## config.mk

```make
export PLATFORM = sky130hd
export DESIGN_NAME = dbs_top
export DESIGN_NICKNAME = d
export VERILOG_FILES = /design/src/shared/dbs_pkg.sv /design/src/hdl/dbs_bkpt_match.sv /design/src/hdl/dbs_top.sv
export SDC_FILE = /design/constraint.sdc
export NUM_CORES = 1
export LEC_CHECK = 0
export BUFFER_PORTS_ARGS = -buffer_cell sky130_fd_sc_hd__buf_2
export CAP_MARGIN = 10
export CORE_ASPECT_RATIO = 1.25
export CORE_MARGIN = 1.5
export CORE_UTILIZATION = 49
export DETAILED_ROUTE_END_ITERATION = 10
export GPL_ROUTABILITY_DRIVEN = 0
export PLACE_DENSITY = 0.89
export SYNTH_ARGS = -nofsm -noshare
export SYNTH_HDL_FRONTEND = slang
export SYNTH_SLANG_ARGS = --single-unit
```

## constraint.sdc

```tcl
create_clock -name clk -period 1.3 [get_ports clk]
set_input_delay 0.065 -clock clk [delete_from_list [all_inputs] [get_ports clk]]
set_output_delay 0.065 -clock clk [all_outputs]
set_load 0.005 [all_outputs]
```

## src/shared/dbs_pkg.sv

```systemverilog
// Shared constants, types and command codes for the breakpoint and status block.
// Assumes the serial link layer outside delivers whole decoded commands.
package dbs_pkg;

    // ==========================================================
    // Widths
    localparam int ADDR_W = 16;
    localparam int BYTE_W = 8;

    // ==========================================================
    // Status and control field positions
    localparam int BIT_PERMIT = 7;
    localparam int BIT_ACTIVE = 6;
    localparam int BIT_BKPT_EN = 5;
    localparam int BIT_FORCE_TAG = 4;
    localparam int BIT_CLKSEL = 3;
    localparam int BIT_WAIT_STOP = 2;
    localparam int BIT_WAIT_FAIL = 1;
    localparam int BIT_DATA_FAIL = 0;

    // ==========================================================
    // Register indices and reset values
    localparam logic [7:0] OFS_SCR = 8'h00;
    localparam logic [7:0] OFS_BKPT_LOW = 8'h02;
    localparam logic [BYTE_W-1:0] SCR_RESET = 8'h00;
    localparam logic [ADDR_W-1:0] BKPT_RESET = 16'h0000;
    localparam logic CLKSEL_ALT = 1'b0;

    // ==========================================================
    // Decoded debug commands
    typedef enum logic [2:0] {
        CMD_READ_STATUS = 3'h0,
        CMD_WRITE_CONTROL = 3'h1,
        CMD_BREAKPOINT_READ_CMD = 3'h2,
        CMD_BREAKPOINT_WRITE_CMD = 3'h3,
        CMD_BACKGROUND = 3'h4,
        CMD_GO = 3'h5,
        CMD_MEM_ACCESS = 3'h6,
        CMD_ACTIVE_ONLY = 3'h7
    } dbs_cmd_e_t;

    // Operating mode, one-hot
    typedef enum logic [1:0] {
        MODE_RUN = 2'b01,
        MODE_ACTIVE = 2'b10
    } dbs_mode_t;

    typedef struct packed {
        dbs_cmd_e_t code;
        logic [ADDR_W-1:0] data;
    } dbs_cmd_t;

    typedef struct packed {
        logic ok;
        logic [ADDR_W-1:0] data;
    } dbs_rsp_t;

    typedef struct packed {
        logic [ADDR_W-1:0] addr;
        logic addr_valid;
        logic fetch;
        logic boundary;
        logic tag_exec;
        logic wait_stop;
        logic slow_busy;
    } dbs_cpu_t;

endpackage

```

## src/hdl/dbs_bkpt_match.sv

```systemverilog
// Breakpoint comparator with tag and force handling.
// Assumes CPU status arrives on the same clock as this block.
`timescale 1ns/100ps
module dbs_bkpt_match #(
    parameter int ADDR_W = dbs_pkg::ADDR_W
) (
    input wire logic clk,
    input wire logic sys_rst,
    input wire logic [ADDR_W-1:0] bkpt_addr,
    input wire logic bkpt_en,
    input wire logic force_tag_select,
    input wire dbs_pkg::dbs_cpu_t cpu,
    output logic op_tag,
    output logic trigger
);

    // ==========================================================
    // Address compare
    logic match;
    logic force_pend;

    // Full address, high byte above low byte
    assign match = bkpt_en && cpu.addr_valid && (cpu.addr == bkpt_addr);

    // ==========================================================
    // Tag path
    always_ff @(posedge clk) begin
        if (sys_rst) begin
            op_tag <= 1'b0;
        end else begin
            op_tag <= match && !force_tag_select && cpu.fetch;
        end
    end

    // ==========================================================
    // Force path: hold the match until the next boundary
    always_ff @(posedge clk) begin
        if (sys_rst) begin
            force_pend <= 1'b0;
        end else if (!bkpt_en || cpu.boundary) begin
            force_pend <= 1'b0;
        end else if (match && force_tag_select) begin
            force_pend <= 1'b1;
        end
    end

    always_ff @(posedge clk) begin
        if (sys_rst) begin
            trigger <= 1'b0;
        end else if (!bkpt_en) begin
            trigger <= 1'b0;
        end else if (force_tag_select) begin
            trigger <= cpu.boundary && (force_pend || match);
        end else begin
            trigger <= cpu.tag_exec;
        end
    end

endmodule

```

## src/hdl/dbs_top.sv

```systemverilog
// Breakpoint, clock select and status part of the serial debug controller.
// Assumes a link layer that hands over decoded commands one at a time,
// and a CPU that reports address, fetch, boundary and wait/stop state.
//
// What this block does
// - With tag mode the fetched opcode at the breakpoint is tagged and entry happens on its execution.
// - With force mode a match enters background at the next instruction boundary.
// - The clock select bit at bit 3 resets to 0 for the alternate clock and 1 picks the bus clock.
// - In wait or stop a memory access fails outside background mode, but the background command brings the CPU into debug mode.
// - The wait/stop flag at bit 2 is 1 in wait or stop or after background was entered from there.
// - The wait/stop failure flag at bit 1 is set when a memory access fails on wait or stop.
// - The data-valid failure flag at bit 0 is set when a memory access meets an unfinished slow access.
// - The breakpoint address sits in a high and a low byte register, the low one holding bits 7..0.
// - Breakpoint enable and force/tag select live in the status and control register.
// - Breakpoint registers are reached only through the breakpoint read and write commands.
// - Breakpoint read and write work in the foreground while the user program runs.
// - With breakpoint enable clear, force/tag select and the address are ignored.
// - The active flag is read-only, 1 in background mode and 0 while the user program runs.
`timescale 1ns/100ps
module dbs_top #(
    parameter logic [dbs_pkg::ADDR_W-1:0] BKPT_INIT = dbs_pkg::BKPT_RESET
) (
    input wire logic clk,
    input wire logic sys_rst,
    input wire logic cmd_valid,
    input wire dbs_pkg::dbs_cmd_t cmd,
    output logic rsp_valid,
    output dbs_pkg::dbs_rsp_t rsp,
    input wire dbs_pkg::dbs_cpu_t cpu,
    output logic op_tag,
    output logic bgnd_req,
    output logic mem_grant,
    output logic debug_active_flag,
    output logic debug_clock_select
);

    // ==========================================================
    // Control and status state
    dbs_pkg::dbs_mode_t mode;
    logic debug_permit;
    logic breakpoint_enable;
    logic force_tag_select;
    logic wait_stop_hold;
    logic wait_stop_fail_flag;
    logic data_valid_fail_flag;
    logic wait_stop_flag;
    logic [dbs_pkg::BYTE_W-1:0] breakpoint_address_high;
    logic [dbs_pkg::BYTE_W-1:0] breakpoint_address_low;
    logic [dbs_pkg::ADDR_W-1:0] breakpoint_address_pair;
    logic [dbs_pkg::BYTE_W-1:0] debug_status_control;
    logic bkpt_trigger;
    logic bkpt_tag;

    // ==========================================================
    // Command decode
    logic is_active;
    logic cmd_status;
    logic cmd_control;
    logic cmd_bkpt_rd;
    logic cmd_bkpt_wr;
    logic cmd_bgnd;
    logic cmd_go;
    logic cmd_mem;
    logic cmd_act_only;
    logic mem_ws_fail;
    logic mem_dv_fail;
    logic mem_ok;
    logic enter_now;
    logic leave_now;
    logic next_ok;

    assign is_active = (mode == dbs_pkg::MODE_ACTIVE);
    assign cmd_status = cmd_valid && (cmd.code == dbs_pkg::CMD_READ_STATUS);
    assign cmd_control = cmd_valid && (cmd.code == dbs_pkg::CMD_WRITE_CONTROL);
    assign cmd_bkpt_rd = cmd_valid && (cmd.code == dbs_pkg::CMD_BREAKPOINT_READ_CMD);
    assign cmd_bkpt_wr = cmd_valid && (cmd.code == dbs_pkg::CMD_BREAKPOINT_WRITE_CMD);
    assign cmd_bgnd = cmd_valid && (cmd.code == dbs_pkg::CMD_BACKGROUND);
    assign cmd_go = cmd_valid && (cmd.code == dbs_pkg::CMD_GO);
    assign cmd_mem = cmd_valid && (cmd.code == dbs_pkg::CMD_MEM_ACCESS);
    assign cmd_act_only = cmd_valid && (cmd.code == dbs_pkg::CMD_ACTIVE_ONLY);

    // Memory access loses against a CPU parked in wait/stop
    assign mem_ws_fail = cmd_mem && !is_active && cpu.wait_stop;
    // Slow access still running in the CPU
    assign mem_dv_fail = cmd_mem && !mem_ws_fail && cpu.slow_busy;
    assign mem_ok = cmd_mem && !mem_ws_fail && !cpu.slow_busy;

    // Entry needs the permit bit; background works even from wait/stop
    assign enter_now = !is_active && debug_permit && (cmd_bgnd || bkpt_trigger);
    assign leave_now = is_active && cmd_go;

    // ==========================================================
    // Breakpoint address pair, high over low
    assign breakpoint_address_pair = {breakpoint_address_high, breakpoint_address_low};

    dbs_bkpt_match #(
        .ADDR_W(dbs_pkg::ADDR_W)
    ) u_match (
        .clk(clk),
        .sys_rst(sys_rst),
        .bkpt_addr(breakpoint_address_pair),
        .bkpt_en(breakpoint_enable),
        .force_tag_select(force_tag_select),
        .cpu(cpu),
        .op_tag(bkpt_tag),
        .trigger(bkpt_trigger)
    );

    // ==========================================================
    // Mode machine
    always_ff @(posedge clk) begin
        if (sys_rst) begin
            mode <= dbs_pkg::MODE_RUN;
        end else begin
            unique case (mode)
                dbs_pkg::MODE_RUN: begin
                    if (enter_now) begin
                        mode <= dbs_pkg::MODE_ACTIVE;
                    end
                end
                dbs_pkg::MODE_ACTIVE: begin
                    if (cmd_go) begin
                        mode <= dbs_pkg::MODE_RUN;
                    end
                end
                default: begin
                    mode <= dbs_pkg::MODE_RUN;
                end
            endcase
        end
    end

    // ==========================================================
    // Control bits written by the host
    always_ff @(posedge clk) begin
        if (sys_rst) begin
            debug_permit <= dbs_pkg::SCR_RESET[dbs_pkg::BIT_PERMIT];
            breakpoint_enable <= dbs_pkg::SCR_RESET[dbs_pkg::BIT_BKPT_EN];
            force_tag_select <= dbs_pkg::SCR_RESET[dbs_pkg::BIT_FORCE_TAG];
            debug_clock_select <= dbs_pkg::CLKSEL_ALT;
        end else if (cmd_control) begin
            debug_permit <= cmd.data[dbs_pkg::BIT_PERMIT];
            breakpoint_enable <= cmd.data[dbs_pkg::BIT_BKPT_EN];
            force_tag_select <= cmd.data[dbs_pkg::BIT_FORCE_TAG];
            debug_clock_select <= cmd.data[dbs_pkg::BIT_CLKSEL];
        end
    end

    // ==========================================================
    // Breakpoint address, foreground access only by command
    always_ff @(posedge clk) begin
        if (sys_rst) begin
            breakpoint_address_high <= BKPT_INIT[dbs_pkg::ADDR_W-1:dbs_pkg::BYTE_W];
            breakpoint_address_low <= BKPT_INIT[dbs_pkg::BYTE_W-1:0];
        end else if (cmd_bkpt_wr) begin
            breakpoint_address_high <= cmd.data[dbs_pkg::ADDR_W-1:dbs_pkg::BYTE_W];
            breakpoint_address_low <= cmd.data[dbs_pkg::BYTE_W-1:0];
        end
    end

    // ==========================================================
    // Wait/stop tracking
    // Remembers that background was entered out of wait/stop
    always_ff @(posedge clk) begin
        if (sys_rst) begin
            wait_stop_hold <= 1'b0;
        end else if (enter_now && cmd_bgnd && cpu.wait_stop) begin
            wait_stop_hold <= 1'b1;
        end else if (leave_now) begin
            wait_stop_hold <= 1'b0;
        end
    end

    assign wait_stop_flag = cpu.wait_stop || wait_stop_hold;

    // ==========================================================
    // Sticky failure flags; a new failure beats the clear
    // Cleared by the next memory access that succeeds.
    always_ff @(posedge clk) begin
        if (sys_rst) begin
            wait_stop_fail_flag <= 1'b0;
        end else if (mem_ws_fail) begin
            wait_stop_fail_flag <= 1'b1;
        end else if (mem_ok) begin
            wait_stop_fail_flag <= 1'b0;
        end
    end

    always_ff @(posedge clk) begin
        if (sys_rst) begin
            data_valid_fail_flag <= 1'b0;
        end else if (mem_dv_fail) begin
            data_valid_fail_flag <= 1'b1;
        end else if (mem_ok) begin
            data_valid_fail_flag <= 1'b0;
        end
    end

    // ==========================================================
    // Status image
    always_comb begin
        debug_status_control = dbs_pkg::SCR_RESET;
        debug_status_control[dbs_pkg::BIT_PERMIT] = debug_permit;
        debug_status_control[dbs_pkg::BIT_ACTIVE] = is_active;
        debug_status_control[dbs_pkg::BIT_BKPT_EN] = breakpoint_enable;
        debug_status_control[dbs_pkg::BIT_FORCE_TAG] = force_tag_select;
        debug_status_control[dbs_pkg::BIT_CLKSEL] = debug_clock_select;
        debug_status_control[dbs_pkg::BIT_WAIT_STOP] = wait_stop_flag;
        debug_status_control[dbs_pkg::BIT_WAIT_FAIL] = wait_stop_fail_flag;
        debug_status_control[dbs_pkg::BIT_DATA_FAIL] = data_valid_fail_flag;
    end

    // ==========================================================
    // Command acceptance
    // Status, control and breakpoint commands always work; background needs the permit bit; memory access needs a free CPU
    always_comb begin
        next_ok = 1'b0;
        if (cmd_status || cmd_control) begin
            next_ok = 1'b1;
        end else if (cmd_bkpt_rd || cmd_bkpt_wr) begin
            next_ok = 1'b1;
        end else if (cmd_bgnd) begin
            next_ok = debug_permit;
        end else if (cmd_go || cmd_act_only) begin
            next_ok = is_active;
        end else if (cmd_mem) begin
            next_ok = mem_ok;
        end
    end

    // ==========================================================
    // Answer, one cycle after the command
    always_ff @(posedge clk) begin
        if (sys_rst) begin
            rsp_valid <= 1'b0;
            rsp <= '0;
        end else begin
            rsp_valid <= cmd_valid;
            rsp.ok <= next_ok;
            if (cmd_status) begin
                // Active flag is seen here by the host after entry
                rsp.data <= {{dbs_pkg::BYTE_W{1'b0}}, debug_status_control};
            end else if (cmd_bkpt_rd) begin
                rsp.data <= breakpoint_address_pair;
            end else begin
                rsp.data <= '0;
            end
        end
    end

    // ==========================================================
    // CPU-facing strobes
    always_ff @(posedge clk) begin
        if (sys_rst) begin
            bgnd_req <= 1'b0;
            mem_grant <= 1'b0;
            op_tag <= 1'b0;
        end else begin
            bgnd_req <= enter_now;
            mem_grant <= mem_ok;
            // Tag is dropped when the permit bit is off, no entry possible
            op_tag <= bkpt_tag && debug_permit;
        end
    end

    // Active flag as a flop so the pin matches the status bit
    always_ff @(posedge clk) begin
        if (sys_rst) begin
            debug_active_flag <= 1'b0;
        end else if (enter_now) begin
            debug_active_flag <= 1'b1;
        end else if (leave_now) begin
            debug_active_flag <= 1'b0;
        end
    end

endmodule

```

Word-level counts from Yosys, hierarchy flattened
Index checks and enable logic that the tools add are counted.

operators by class
  eq/ne operators = 12
  multiplexer cells = 17
  bitwise logic cells = 2
  reductions and logical operators = 46

operators with widths
  kind                number
  $logic_and 1x1->1   25
  $eq 16x16->1        1
  $mux 8              2
  $eq 3x3->1 const B  4
  $mux 1              12
  $reduce_bool 2->1   4
  $logic_or 1x1->1    7
  $eq 3x2->1 const B  2
  $logic_not 1->1     5
  $mux 2              2
  $pmux 2 s2          1
  $reduce_or 2->1     2
  $eq 3x1->1 const B  1
  $logic_not 3->1     1
  $reduce_or 3->1     1
  $eq 2x1->1 const B  1
  $eq 2x2->1 const B  1
  $ne 2x1->1 const B  1
  $ne 2x2->1 const B  1
  $not 1->1           2
  $reduce_and 2->1    1

word-level totals
  flip-flop bits (word level) = 50
  input port bits = 44
  output and inout port bits = 23
  word-level logic and storage cells = 98

Depth between registers and ports, before layout
Gate-level depths: netlist (run 1).

  depth after elaboration = 12
  depth in mapped cells = 6
  depth with buffers taken out = 5

By module
Synthesis (run 1) repeated with hierarchy kept, for this count alone.

unflattened totals
  cells, all modules = 213
  area total of the unflattened synthesis = 1993.2 µm²

modules (own cells, without submodules)
  module          instances  cells each  area each (µm²)  sequential area each (µm²)
  dbs_top         1          174         1659.1           940.9
  dbs_bkpt_match  1          39          334.1            60.1

Worst setup path after synthesis (run 1)
OpenSTA, ideal clock, no wires.

  path kind = register to register
  start = register breakpoint_address_low[6] (netlist name)
  end = register u_match.op_tag
  setup time = 0.096 ns
  arrival = 1.082 ns
  data required time = 1.204 ns
  setup slack = 0.122 ns
  stages on the path, launching flop included = 6
  path buffers = 0
  clock period less this slack = 1.178 ns
  cell sequence = dfxtp_1 > xnor2_1 > nand3_1 > nor3_1 > nand2_1 > nor4b_1

between the ends
  longest elaborated chain between the ends = 4

RTL lines
  element                         line                  RTL
  start, declared                 dbs_top.sv:48         logic [dbs_pkg::BYTE_W-1:0] breakpoint_address_low;
  start signal, assigned          dbs_top.sv:154        breakpoint_address_low <= BKPT_INIT[dbs_pkg::BYTE_W-1:0];
  start signal, assigned          dbs_top.sv:157        breakpoint_address_low <= cmd.data[dbs_pkg::BYTE_W-1:0];
  $eq 16x16->1                    dbs_bkpt_match.sv:23  assign match = bkpt_en && cpu.addr_valid && (cpu.addr == bkpt_addr);
  $logic_and 1x1->1               dbs_bkpt_match.sv:23
  $logic_and 1x1->1 (2 in a row)  dbs_bkpt_match.sv:31  op_tag <= match && !force_tag_select && cpu.fetch;
  end signal, assigned            dbs_bkpt_match.sv:31
  end, declared                   dbs_bkpt_match.sv:13  output logic op_tag,

No other way between the ends.
A chain may end at the register's enable or synchronous reset.

Worst setup path after layout (run 1)
  start = register breakpoint_address_low[7] (netlist name)
  end = register u_match.op_tag

Same word-level chain as after synthesis.

==> results.md, run 1 <==
Run status:
- The run finished, with violations left.
- The checks that failed: negative hold slack.

Synth:
- The post-synthesis sequential area ratio is 50.86%.
- The synthesized netlist contains 34 unique library cells.
- Among all flip-flop cells after synthesis, the most frequent one is sky130_fd_sc_hd__dfxtp_1.
- In the synthesized netlist, the number of instances is 223.
- In this run the mean area of a mapped cell was 8.826 sq um.
- The number of warnings printed during yosys synthesis is 0.
- The cell area after synthesis is 1968 sq um.
- The number of nets in the synthesized netlist is 267.
- The share of flip-flops with an asynchronous set or reset after synthesis is 0%.
- Counting flops with a built-in enable in the synthesized netlist gives 0.
- The number of synthesized register bits is 50.

Critical path:
- The highest net fanout along the worst path is 2.
- The worst setup path is captured at a flip-flop.
- Data on the critical path arrives at its endpoint at 1500 ps.
- The critical path in this run is classified as reg2reg.
- The nature of the critical path startpoint is a flip-flop.
- STA puts the critical path data required time at 1520 ps.

Timing:
- The final-report max-slew violation count is 0.
- For the pin with the worst max-slew slack, the measured transition is 322.6 ps.
- The worst hold slack after final layout is -2.673 ps.
- The minimum clock period after layout is 1279 ps.
- The final hold violation count is 2.
- Static timing analysis puts the maximum clock frequency at 781.6 MHz.
- The worst path meets setup with 20.56 ps of slack.
- Setup repair after global routing could not meet its margin everywhere.
- Measured against its own limit, the worst slew margin works out to 78.49%.
- The clock arrives with 12.31 ps of skew.
- The worst path uses 98.42% of the clock period.
- The final-report setup violation count is 0.

Clocking:
- The later pin in the worst-skew pair is clocked with a latency of 310 ps.
- The clock net in this run drives a total of 50 sinks.
- The post-CTS clock slew at the launch and capture registers of the worst setup and hold paths is 90 ps.
- In this run, CTS created clock tree buffers numbering 5.
- The number of buffers on the longest clock path is 2.
- TritonCTS built the clock tree.
- The clock root buffer master is sky130_fd_sc_hd__clkbuf_8.
- The H-tree generated during clock tree synthesis spans 2 levels.

Final layout:
- The total area of sequential cells is 1011 sq um.
- The final antenna diode count is 0.
- In the final layout, the multi-input gates occupy 950.9 sq um.
- The relative area change from synthesis to final layout is 33.50%.
- The share of layout cells above drive strength 1 is 33.11%.
- The number of nets in the finished design is 348.
- The number of filler cells placed in the layout is 307.
- The post-layout utilization of the core is 68.85%.

Placed design:
- Port buffering added 66 buffers.
- The worst-case setup slack after placement is -105.5 ps.
- The post-detailed-placement half-perimeter wirelength is 3512 um.

GRT:
- After global routing the overflow that remains totals 0.
- Global routing used 23.31% of the available tracks across all layers.
- The first global-routing pass estimated 7534 um of wire.
- The via count of the first global-routing pass is 1743.
- The largest net degree at the start of global routing is 33.
- The number of antenna violations at the first check in global routing is 0.

Floorplan:
- The initial core utilization is 51.57%.
- The die covers 4408 sq um.
- The total core area is 3816 sq um.
- The width of the die is 59.69 um.
- The floorplan has 25 rows.
- The die boundary height is 73.86 um.
- 67 I/O pins were placed.

Drt:
- The count of nets left with antenna violations once routing finished came out at 0.
- Before antenna repair, the detailed router went through 5 iterations.
- For this run, design rule violations remaining after detail routing come to 0.
- The wire length after detailed routing is 4891 um.
- In the final routed layout, each cell accounts on average for 13.62 um.
- The vias after detailed routing is 1877.
- Using the TritonRoute via totals, the vias-per-cell ratio works out to 5.228.
- For this block, the initial DRC count from the detailed router was 95.

Pwr:
- The total chip power is 0.002762 W.
- In this run the power density over the cells is 1051 nW/um^2.
- The worst ir drop on vdd is 0.6824 mV.
- The leakage power summed over all cells is 1.126 nW.

Run:
- Max-cap violations in this run came to 0.

Min path:
- The type of the tightest min-delay check is in2reg.
[through the flow]
stage,hold WS (ps),TNS (ps),area [sq um],instances
3_3_place_gp,267.3,0,2382,341
2_1_floorplan,144.3,0,1968,223
3_5_place_dp,278.3,-105.5,2382,341
6_report,-2.673,0,2628,359
4_1_cts,1.880,0,2580,358
5_1_grt,0.6171,-68.06,2628,359
[logic make-up (layout without fill, tap and decap cells)]
group	after synthesis	in the layout	synth area share (%)
buffers and inverters	14	96	3.179
AND/OR/NAND/NOR	97	97	23.33
XOR/XNOR	16	16	7.120
multiplexers	10	10	5.086
AO/OA/AOI/OAI	36	36	10.43
flip-flops	50	50	50.86
[layout by cell type, fill, tap and decap left out, drive strengths merged, types with 7 or more instances in the layout]
cell         instances
dlygate4sd3          9
nor2                20
nand2               42
dfxtp               50
xnor2               16
and3                 9
buf                 76
a21oi               24
mux2i               10
clkbuf               7
[cell usage after synthesis (all sizes together) (2+ instances only)]
| master | instances | area share, % |
|---|---|---|
| nand3 | 4 | 1.0 |
| nand2b | 4 | 1.3 |
| or3 | 2 | 0.64 |
| xnor2 | 16 | 7.1 |
| buf | 4 | 1.3 |
| nor2b | 5 | 1.6 |
| dfxtp | 50 | 51 |
| and3 | 9 | 2.9 |
| nor3 | 5 | 1.5 |
| nand2 | 42 | 8.0 |
| mux2i | 10 | 5.1 |
| nand4 | 4 | 1.6 |
| a21oi | 24 | 6.1 |
| a31oi | 2 | 0.64 |
| o21ai | 2 | 0.51 |
| clkbuf | 7 | 1.3 |
| inv | 3 | 0.57 |
| nor2 | 20 | 3.9 |
[final timing paths]
path | start | end | slack (ps) | depth (start not counted)
setup / recovery | breakpoint_address_low[7] | u_match.op_tag | 20 | 5
hold / removal | cmd[5] | breakpoint_address_low[5] | -3 | 3
hold reg to reg | u_match.op_tag | op_tag | 430 | 2
setup reg to reg | breakpoint_address_low[7] | u_match.op_tag | 20 | 5
[routing by layer]
metal | vias to the layer above | track usage [%] | share of wire, %
met2 | 87 | 39.61 | 53
met1 | 865 | 25.82 | 37
li1 | 916 | - | -
met5 | - | 0 | 0
met3 | 9 | 6.338 | 7.3
met4 | 0 | 12.59 | 2.9
[what timing repair did]
item / in CTS / in global routing
hold endpoints to repair: 10 / 0
setup buffers: 0 / 1
pin swaps: 2 / 7
setup endpoints to repair: 1 / 2
hold buffers: 9 / 0
gates resized for setup: 5 / 10
[power breakdown]
group          total, W  internal (W)  switching, W
Sequential      0.00156       0.00155     0.0000155
Clock          0.000926      0.000430      0.000496
Combinational  0.000273      0.000139      0.000134
Total           0.00276       0.00212      0.000645
[state kept, by name, summed over array words and instances (netlist names), 2 cells and up]
register,cells
breakpoint_address_low,8
rsp,17
breakpoint_address_high,8
mode,2
[critical path, cell delays in order (launching register included)]
cell,delay [ps]
sky130_fd_sc_hd__dfxtp_4,360
sky130_fd_sc_hd__xnor2_2,130
sky130_fd_sc_hd__nand4_1,120
sky130_fd_sc_hd__nor3_2,220
sky130_fd_sc_hd__nand2_1,110
sky130_fd_sc_hd__nor4b_2,240
[area by class of cell]
cell class	count	share of cell area, %
sequential	50	38.48
multi-input combinational	159	36.19
timing repair buffer	85	18.86
clock buffer	7	3.286
tap	54	2.571
inverter	3	0.4286
clock inverter	1	0.1905
No activity file was read; power rests on OpenSTA's default activity.
==> run 2, diff against run 1 <==
Settings changed: ABC_AREA set to 1, CORE_UTILIZATION 49 to 50.
==> run 2 against run 1 <==
The run now ends clean. Die area is 5.8% higher. Final cell count grew 19%. Clock skew fell by 6.2 ps. Count of clock-buffer cells in the layout stayed put. Sequential share of layout area shrank 0.28 points. Largest power group unchanged. Highest routed layer unchanged.
==> results.md, run 2 <==
Run status:
- Result of the run: complete, no violations (was finished, violations left).

GRT:
- The total routing resource utilization after global routing was 23.25% (was 23.31%).
- The total congestion overflow after global routing is 0 (unchanged).
- The largest net degree at the start of global routing was 33 (unchanged).
- The via count of the first global-routing pass is 1995 (was 1743).
- The first-pass GRT wire length came to 8169 um (was 7534 um).
- The number of antenna violations at the first check in global routing is 0 (unchanged).

Synth:
- The post-synthesis cell type with the largest combined area was sky130_fd_sc_hd__dfxtp_1 (unchanged).
- The post-synthesis sequential area ratio came to 47.00% (was 50.86%).
- The share of flip-flops with an asynchronous set or reset after synthesis was 0% (unchanged).
- The adder and majority gate portion of the synthesized area was 0% (unchanged).
- The xor-xnor portion of the synthesized cell area was 0.8226% (was 7.120%).
- The distinct cell type count after synthesis is 25 (was 34).
- Dominant cells by area after synthesis: sky130_fd_sc_hd__dfxtp_1 (47%), sky130_fd_sc_hd__nand2_1 (11%), sky130_fd_sc_hd__inv_1 (8.3%) (was sky130_fd_sc_hd__dfxtp_1 (51%), sky130_fd_sc_hd__nand2_1 (8.0%), sky130_fd_sc_hd__xnor2_1 (7.1%)).
- The average size of a mapped cell came to 7.075 sq um (was 8.826 sq um).
- Synth cell count leaders: sky130_fd_sc_hd__nand2_1 (64), sky130_fd_sc_hd__dfxtp_1 (50), sky130_fd_sc_hd__inv_1 (47) (was sky130_fd_sc_hd__dfxtp_1 (50), sky130_fd_sc_hd__nand2_1 (42), sky130_fd_sc_hd__a21oi_1 (24)).
- The cell area after synthesis is 2130 sq um (was 1968 sq um).
- The simple-gate share of the synthesized area was 25.91% (was 23.33%).
- The number of synthesized register bits is 50 (unchanged).
- The gate count after technology mapping came to 301 (was 223).
- The number of warnings printed during yosys synthesis came to 0 (unchanged).
- The post-synthesis mux area share came to 0% (was 5.086%).
- The post-synthesis compound-gate area fraction is 15.45% (was 10.43%).
- The number of enable flip-flop cells after synthesis came to 0 (unchanged).
- The number of nets in the synthesized netlist was 345 (was 267).
- The dominant combinational cell family by area after synthesis is simple AND/OR/NAND/NOR gates (unchanged).
- The most instantiated flip-flop cell in the synthesis netlist is sky130_fd_sc_hd__dfxtp_1 (unchanged).
- The most numerous cell in the Yosys netlist is sky130_fd_sc_hd__nand2_1 (was sky130_fd_sc_hd__dfxtp_1).
- The top-area cell type share of the netlist area is 47.00% (was 50.86%).

Clocking:
- The post-CTS clock slew at the launch and capture registers of the worst setup and hold paths is 90 ps (about the same).
- The clock latency reported for the late side of the worst-skew pair is 300 ps (was 310 ps).
- The number of buffers on the longest clock path is 2 (unchanged).
- The maximum level of the CTS H-tree is 2 (unchanged).
- The clock sink total is 50 (unchanged).
- The number of buffers created by CTS was 5 (unchanged).
- The CTS tree is built (unchanged).
- The quantity of hold-fixing buffers added after cts is 0 (was 9).
- The clock root buffer master is sky130_fd_sc_hd__clkbuf_8 (unchanged).
- The count of buffers added by post-CTS timing repair for setup is 0 (unchanged).

Drt:
- The vias after detailed routing is 2132 (was 1877).
- The remaining number of nets flagged by the antenna check after routing is 0 (unchanged).
- The via density per instance came to 5.005 (was 5.228).
- The routed length per instance is 11.63 um (was 13.62 um).
- The wire length after detailed routing came to 4955 um (was 4891 um).
- The number of design-rule violations left by the first detailed-router iteration is 85 (was 95).
- The residual DRC count is 0 (unchanged).
- The count of TritonRoute iterations in the first routing pass is 4 (was 5).

Critical path:
- Worst-path cell chain: inv_1 -> nand2_1 -> nand2_1 -> nor2_1 -> nand2_1 -> nor2_1 -> nand3_1 -> nand2_1 -> nand2_1 -> a21oi_1 (was xnor2_2 -> nand4_1 -> nor3_2 -> nand2_1 -> nor4b_2).
- The highest net fanout along the worst path was 3 (was 2).
- The critical path data required time is 1540 ps (was 1520 ps).
- The biggest cell delay along the critical path came to 340 ps (was 360 ps).
- The number of buffers and inverters on the critical path is 1 (was 0).
- The endpoint of the most critical register-to-register path is u_match.trigger (was u_match.op_tag).
- The cell type group with the largest total delay on the critical path is simple AND/OR/NAND/NOR gates (unchanged).
- The cell with the biggest individual delay on the critical path is sky130_fd_sc_hd__dfxtp_1 (was sky130_fd_sc_hd__dfxtp_4).
- The category of the most critical setup path was reg2reg (unchanged).
- The category of the worst setup path capture point was a flip-flop (unchanged).
- The reg-to-reg critical path startpoint is breakpoint_address_low[5] (was breakpoint_address_low[7]).
- The worst reg-to-reg path cell count is 10 (was 5).
- The nature of the critical path startpoint is a flip-flop (unchanged).
- The setup slack on the worst flop-to-flop path was 80 ps (was 20 ps).
- The most prevalent standard cell on the critical path is sky130_fd_sc_hd__nand2_1.
- The arrival time of data at the critical path endpoint is 1460 ps (was 1500 ps).

Floorplan:
- The full die area was 4662 sq um (was 4408 sq um).
- The initial core utilization was 51.95% (was 51.57%).
- The die boundary height was 75.97 um (was 73.86 um).
- The number of placement rows is 26 (was 25).
- The total I/O pin count is 67 (unchanged).
- The width of the die is 61.37 um (was 59.69 um).
- The total core area is 4099 sq um (was 3816 sq um).

Pwr:
- The internal power component came to 0.002273 W (was 0.002117 W).
- The sequential fraction of design power is 53.5% (was 56.6%).
- The leakage power summed over all cells came to 1.297 nW (was 1.126 nW).
- The power per cell area was 1124 nW/um^2 (was 1051 nW/um^2).
- The worst ir drop on vdd is 0.8177 mV (was 0.6824 mV).
- The share of total power in the clock network was 35.9% (was 33.5%).
- The switching share of total power came to 23.44% (was 23.36%).
- The total chip power came to 0.002969 W (was 0.002762 W).
- The net load switching power is 0.0006960 W (was 0.0006453 W).
- The power share of the combinational group is 10.6% (was 9.9%).

Final layout:
- The final antenna diode count is 0 (unchanged).
- Most frequent cells in the layout: sky130_fd_sc_hd__buf_2 (66), sky130_fd_sc_hd__nand2_1 (59), sky130_fd_sc_hd__inv_1 (44), sky130_fd_sc_hd__dfxtp_1 (44), sky130_fd_sc_hd__nor2_1 (40) (was sky130_fd_sc_hd__buf_2 (66), sky130_fd_sc_hd__dfxtp_1 (44), sky130_fd_sc_hd__nand2_1 (42)).
- The share of layout cells above drive strength 1 is 27.57% (was 33.11%).
- The post-layout utilization of the core is 64.41% (was 68.85%).
- Largest registers: rsp (17), breakpoint_address_high (8), breakpoint_address_low (8) (unchanged).
- The number of nets in the finished design was 413 (was 348).
- The most common cell after layout, fill and taps aside is sky130_fd_sc_hd__buf_2 (unchanged).
- The flip-flop count of the largest register, all copies and words added was 17 (unchanged).
- The relative area change from synthesis to final layout came to 23.97% (was 33.50%).
- The largest register by flop count is rsp (unchanged).
- The final cell count without fillers came to 426 (was 359).

Min path:
- The hold path startpoint is cmd_valid (was cmd[5]).
- The number of cells on the worst hold path is 3 (unchanged).
- The type of the tightest min-delay check is in2reg (unchanged).
- The worst min-delay path endpoint is rsp_valid (was breakpoint_address_low[5]).

Timing:
- The actual slew at the worst max-slew pin is 351.6 ps (was 322.6 ps).
- The maximum achievable frequency is 816.6 MHz (was 781.6 MHz).
- The clock tree skew after final layout came to 6.084 ps (was 12.31 ps).
- The worst slew margin relative to its limit was 76.53% (was 78.49%).
- The final-report setup violation count is 0 (unchanged).
- The final hold violation count is 0 (was 2).
- RSZ-0062 raised after global routing: true (unchanged).
- The final-report max-slew violation count is 0 (unchanged).
- The minimum clock period after layout is 1225 ps (was 1279 ps).
- The share of the clock period used by the worst path after layout is 94.20% (was 98.42%).

Run:
- The number of violations of the max-capacitance limit came to 0 (unchanged).

Placed design:
- The placed instance count is 418 (was 341).
- The post-detailed-placement half-perimeter wirelength was 3756 um (was 3512 um).
- The count of port buffers added during placement is 66 (unchanged).
==> run 2: routing by layer <==
metal	global-route usage, %	vias to the layer above	part of all wire, %
met5	0	-	0
met4	10.00	0	2.4
met3	6.997	10	5.7
met2	39.47	82	51
met1	25.73	959	40
li1	-	1081	-
==> run 2: repair_timing <==
action / CTS / global route
setup endpoints to repair: 0 / 1
gates resized for setup: 0 / 14
hold endpoints to repair: 0 / 0
==> run 2: worst max path at each step <==
stage               slack [ps]  depth (start not counted)               to                  startpoint
global route                -2                         10  u_match.trigger  breakpoint_address_high[6]
global placement           140                         10  u_match.trigger   breakpoint_address_low[7]
detailed placement         110                         10  u_match.trigger   breakpoint_address_low[1]
floorplan                  230                          8  u_match.trigger   breakpoint_address_low[2]
finish                      80                         10  u_match.trigger   breakpoint_address_low[5]
CTS                         80                         10  u_match.trigger   breakpoint_address_low[7]
==> run 2: cell families after synthesis <==
family          count (synthesis)
compound gates                 60
flops                          50
xor+xnor                        2
buf+inv                        59
simple gates                  130
==> run 2: tightest hold or removal path, cell delays in order <==
cell and delay [ps]:
sky130_fd_sc_hd__buf_2 90, sky130_fd_sc_hd__inv_1 60, sky130_fd_sc_hd__nor2_1 80
==> run 2: area by class of cell <==
type / count / area [sq um]
Sequential cell: 50 / 1008
Inverter: 51 / 191.4
Tap cell: 56 / 70.07
Fill cell: 366 / 1459
Clock inverter: 1 / 30.03
Multi-Input combinational cell: 192 / 910.9
Clock buffer: 7 / 76.32
Timing Repair Buffer: 69 / 352.8
==> run 2: power by group through the flow <==
stage	logic, W	clock network [W]	registers [W]
final	0.000316	0.00107	0.00159
after global routing	0.000356	0.00115	0.00159
after CTS	0.000309	0.00107	0.00159
after detailed placement	0.000306	0	0.00162
after global placement	0.000299	0	0.00162
after floorplan	0.000182	0	0.00162
==> run 2: stage by stage <==
| step | instance area [sq um] | setup slack, ps | hold WS [ps] | setup TNS, ps |
|---|---|---|---|---|
| floorplan | 2130 | 229.9 | 208.2 | 0 |
| global placement | 2514 | 139.3 | 324.6 | 0 |
| detailed placement | 2514 | 114.8 | 337.2 | 0 |
| CTS | 2620 | 83.85 | 25.47 | 0 |
| global route | 2640 | -2.307 | 16.65 | -2.307 |
| finish | 2640 | 75.34 | 24.86 | 0 |
==> run 3, diff against run 2 <==
Settings changed: CORE_UTILIZATION 50 to 45, PLACE_DENSITY 0.89 to 0.86.
Clock period 1.3 ns to 1.1 ns, I/O delays scaled along.
==> run 3 against run 2 <==
Critical path depth unchanged. Die area up 11%. Hold slack worse by 19 ps. Total power up 12%. Combinational power up 39%. The flow now finishes with violations (negative setup slack). Critical endpoint unchanged. Fmax up 2.4%. Global-route usage down 2.4 points. Routed wire length up 4.4%. Critical path type unchanged. Sequential share of layout area down 2.6 points.
==> results.md, run 3 (synthesized netlist as in run 2, its figures left out) <==
Timing:
- The final-report max-slew violation count came to 0 (unchanged).
- The final-report setup violation count is 3 (was 0).
- The final hold violation count is 0 (unchanged).
- The summed negative setup slack over all endpoints is -144.9 ps (was 0 ps).
- The minimum clock period after layout is 1195 ps (was 1225 ps).
- The clock tree skew after final layout was 4.603 ps (was 6.084 ps).
- The actual slew at the worst max-slew pin is 282.4 ps (was 351.6 ps).
- The worst slew margin relative to its limit is 81.15% (was 76.53%).
- RSZ-0062 raised after global routing: true (unchanged).
- The share of the clock period used by the worst path after layout is 108.7% (was 94.20%).
- The maximum achievable frequency is 836.5 MHz (was 816.6 MHz).
- The final worst slack is -95.40 ps (was 75.34 ps).
- The worst hold slack after final layout came to 5.743 ps (was 24.86 ps).

Pwr:
- The internal power component came to 0.002478 W (was 0.002273 W).
- The switching share of total power is 25.38% (was 23.44%).
- The worst ir drop on vdd is 1.017 mV (was 0.8177 mV).
- The total chip power is 0.003321 W (was 0.002969 W).
- The share of total power in the clock network was 30.2% (was 35.9%).
- The power share of the combinational group is 13.2% (was 10.6%).
- The net load switching power is 0.0008427 W (was 0.0006960 W).
- The power per cell area is 1168 nW/um^2 (was 1124 nW/um^2).
- The sequential fraction of design power is 56.6% (was 53.5%).
- The leakage power summed over all cells is 1.394 nW (was 1.297 nW).

Final layout:
- The final antenna diode count is 0 (unchanged).
- Largest registers: rsp (17), breakpoint_address_high (8), breakpoint_address_low (8) (unchanged).
- The total area of sequential cells is 1012 sq um (was 1008 sq um).
- The largest register by flop count is rsp (unchanged).
- The flip-flop count of the largest register, all copies and words added is 17 (unchanged).
- The number of nets in the finished design is 432 (was 413).
- The area of all placed cells without fillers was 2844 sq um (was 2640 sq um).
- Most frequent cells in the layout: sky130_fd_sc_hd__buf_2 (66), sky130_fd_sc_hd__nand2_1 (53), sky130_fd_sc_hd__dfxtp_1 (41) (was sky130_fd_sc_hd__buf_2 (66), sky130_fd_sc_hd__nand2_1 (59), sky130_fd_sc_hd__inv_1 (44), sky130_fd_sc_hd__dfxtp_1 (44), sky130_fd_sc_hd__nor2_1 (40)).
- The relative area change from synthesis to final layout is 33.55% (was 23.97%).
- The most common cell after layout, fill and taps aside is sky130_fd_sc_hd__buf_2 (unchanged).
- The share of layout cells above drive strength 1 is 37.11% (was 27.57%).
- The combined area of the multi-input logic cells is 964.7 sq um (was 910.9 sq um).
- The number of filler cells placed in the layout is 398 (was 366).

Drt:
- The number of design-rule violations left by the first detailed-router iteration is 84 (was 85).
- The routed length per instance came to 11.60 um (was 11.63 um).
- The vias after detailed routing came to 2116 (was 2132).
- The count of TritonRoute iterations in the first routing pass is 4 (unchanged).
- The residual DRC count is 0 (unchanged).
- The remaining number of nets flagged by the antenna check after routing is 0 (unchanged).
- The via density per instance is 4.744 (was 5.005).
- The wire length after detailed routing is 5175 um (was 4955 um).

Critical path:
- The nature of the critical path startpoint is a flip-flop (unchanged).
- The critical path data required time is 1340 ps (was 1540 ps).
- The worst reg-to-reg path cell count came to 10 (unchanged).
- The category of the most critical setup path is reg2reg (unchanged).
- The category of the worst setup path capture point was a flip-flop (unchanged).
- The arrival time of data at the critical path endpoint came to 1440 ps (was 1460 ps).
- The highest net fanout along the worst path is 3 (unchanged).

Clocking:
- The post-CTS clock slew at the launch and capture registers of the worst setup and hold paths is 80 ps (was 90 ps).
- The number of buffers created by CTS is 5 (unchanged).
- The clock latency reported for the late side of the worst-skew pair is 300 ps (about the same).
- The clock root buffer master is sky130_fd_sc_hd__clkbuf_8 (unchanged).
- The CTS tree is built (unchanged).
- The maximum level of the CTS H-tree is 2 (unchanged).
- The clock sink total is 50 (unchanged).
- The number of buffers on the longest clock path is 2 (unchanged).

Floorplan:
- The width of the die came to 64.53 um (was 61.37 um).
- The total core area is 4493 sq um (was 4099 sq um).
- The die boundary height was 79.91 um (was 75.97 um).
- The total I/O pin count is 67 (unchanged).
- The full die area is 5157 sq um (was 4662 sq um).
- The initial core utilization is 47.40% (was 51.95%).
- The number of placement rows is 27 (was 26).

Placed design:
- The post-detailed-placement half-perimeter wirelength is 3960 um (was 3756 um).
- The count of port buffers added during placement is 66 (unchanged).
- The placed cell area came to 2661 sq um (was 2514 sq um).
- The worst-case setup slack after placement is -82.66 ps (was 114.8 ps).

GRT:
- The first-pass GRT wire length was 8238 um (was 8169 um).
- The largest net degree at the start of global routing is 33 (unchanged).
- The total congestion overflow after global routing is 0 (unchanged).
- The number of antenna violations at the first check in global routing was 0 (unchanged).
- The total routing resource utilization after global routing was 20.89% (was 23.25%).
- The via count of the first global-routing pass is 1976 (was 1995).

Run status:
- Result of the run: finished, violations left (was complete, no violations).
- The final reports fail on negative setup slack.

Run:
- The number of violations of the max-capacitance limit is 0 (unchanged).

Min path:
- The number of cells on the worst hold path was 3 (unchanged).
- The type of the tightest min-delay check is in2reg (unchanged).
-- run 3: cell types whose count changed in the layout (fill, tap and decap cells not counted), sizes merged --
| cell | delta |
|---|---|
| buf | +19 |
| clkbuf | -2 |
| clkinv | +2 |
| bufinv | -1 |
-- run 3: power groups by stage --
stage | Sequential (W) | Clock, W | Combinational [W]
2_1_floorplan | 0.00191 | 0 | 0.000216
3_3_place_gp | 0.00191 | 0 | 0.000393
3_5_place_dp | 0.00192 | 0 | 0.000403
4_1_cts | 0.00188 | 0.00103 | 0.000424
5_1_grt | 0.00189 | 0.00109 | 0.000494
6_report | 0.00188 | 0.00100 | 0.000439
-- run 3: final timing paths --
kind	startpoint	end	slack [ps]
max	breakpoint_address_low[7]	u_match.trigger	-100
min	cpu[2]	u_match.trigger	6
max reg2reg	breakpoint_address_low[7]	u_match.trigger	-100
min reg2reg	u_match.op_tag	op_tag	460
-- run 3: final cells by class --
class	count	share of cell area (%)
flip-flops and latches	50	35.59
multi-input cells	192	33.92
repair buffers	88	18.43
inverters	51	6.731
well taps	58	2.552
clock buffers	5	2.420
clock inverters	2	0.3520
-- run 3: metrics by stage --
stage	utilization (%)	std cells
after floorplan	-	301
after global placement	59.23	436
after detailed placement	59.23	436
after CTS	62.35	445
after global routing	63.30	446
final	63.30	446
-- run 3: metal layers --
metal | wire length [um] | up-vias | track usage [%]
li1 | - | 1122 | -
met1 | 2113 | 929 | 21.87
met2 | 2727 | 53 | 39.27
met3 | 221 | 12 | 5.078
met4 | 113 | 0 | 8.723
met5 | 0 | - | 0
-- run 3: what timing repair did --
action,in CTS,in global routing
hold buffers,0,0
buffers inserted,2,1
pin swaps,12,10
endpoints found under the setup margin,2,11
gates cloned,0,0
resized for setup,23,15
-- run 3: critical path: stages (launching register included) --
cell and delay, ps:
sky130_fd_sc_hd__dfxtp_2 350, sky130_fd_sc_hd__inv_2 50, sky130_fd_sc_hd__nand2_2 70, sky130_fd_sc_hd__nand2_1 60
sky130_fd_sc_hd__nor2_1 110, sky130_fd_sc_hd__nand2_1 90, sky130_fd_sc_hd__nor2_2 110, sky130_fd_sc_hd__nand3_2 100
sky130_fd_sc_hd__nand2_2 60, sky130_fd_sc_hd__nand2_1 40, sky130_fd_sc_hd__a21oi_1 100
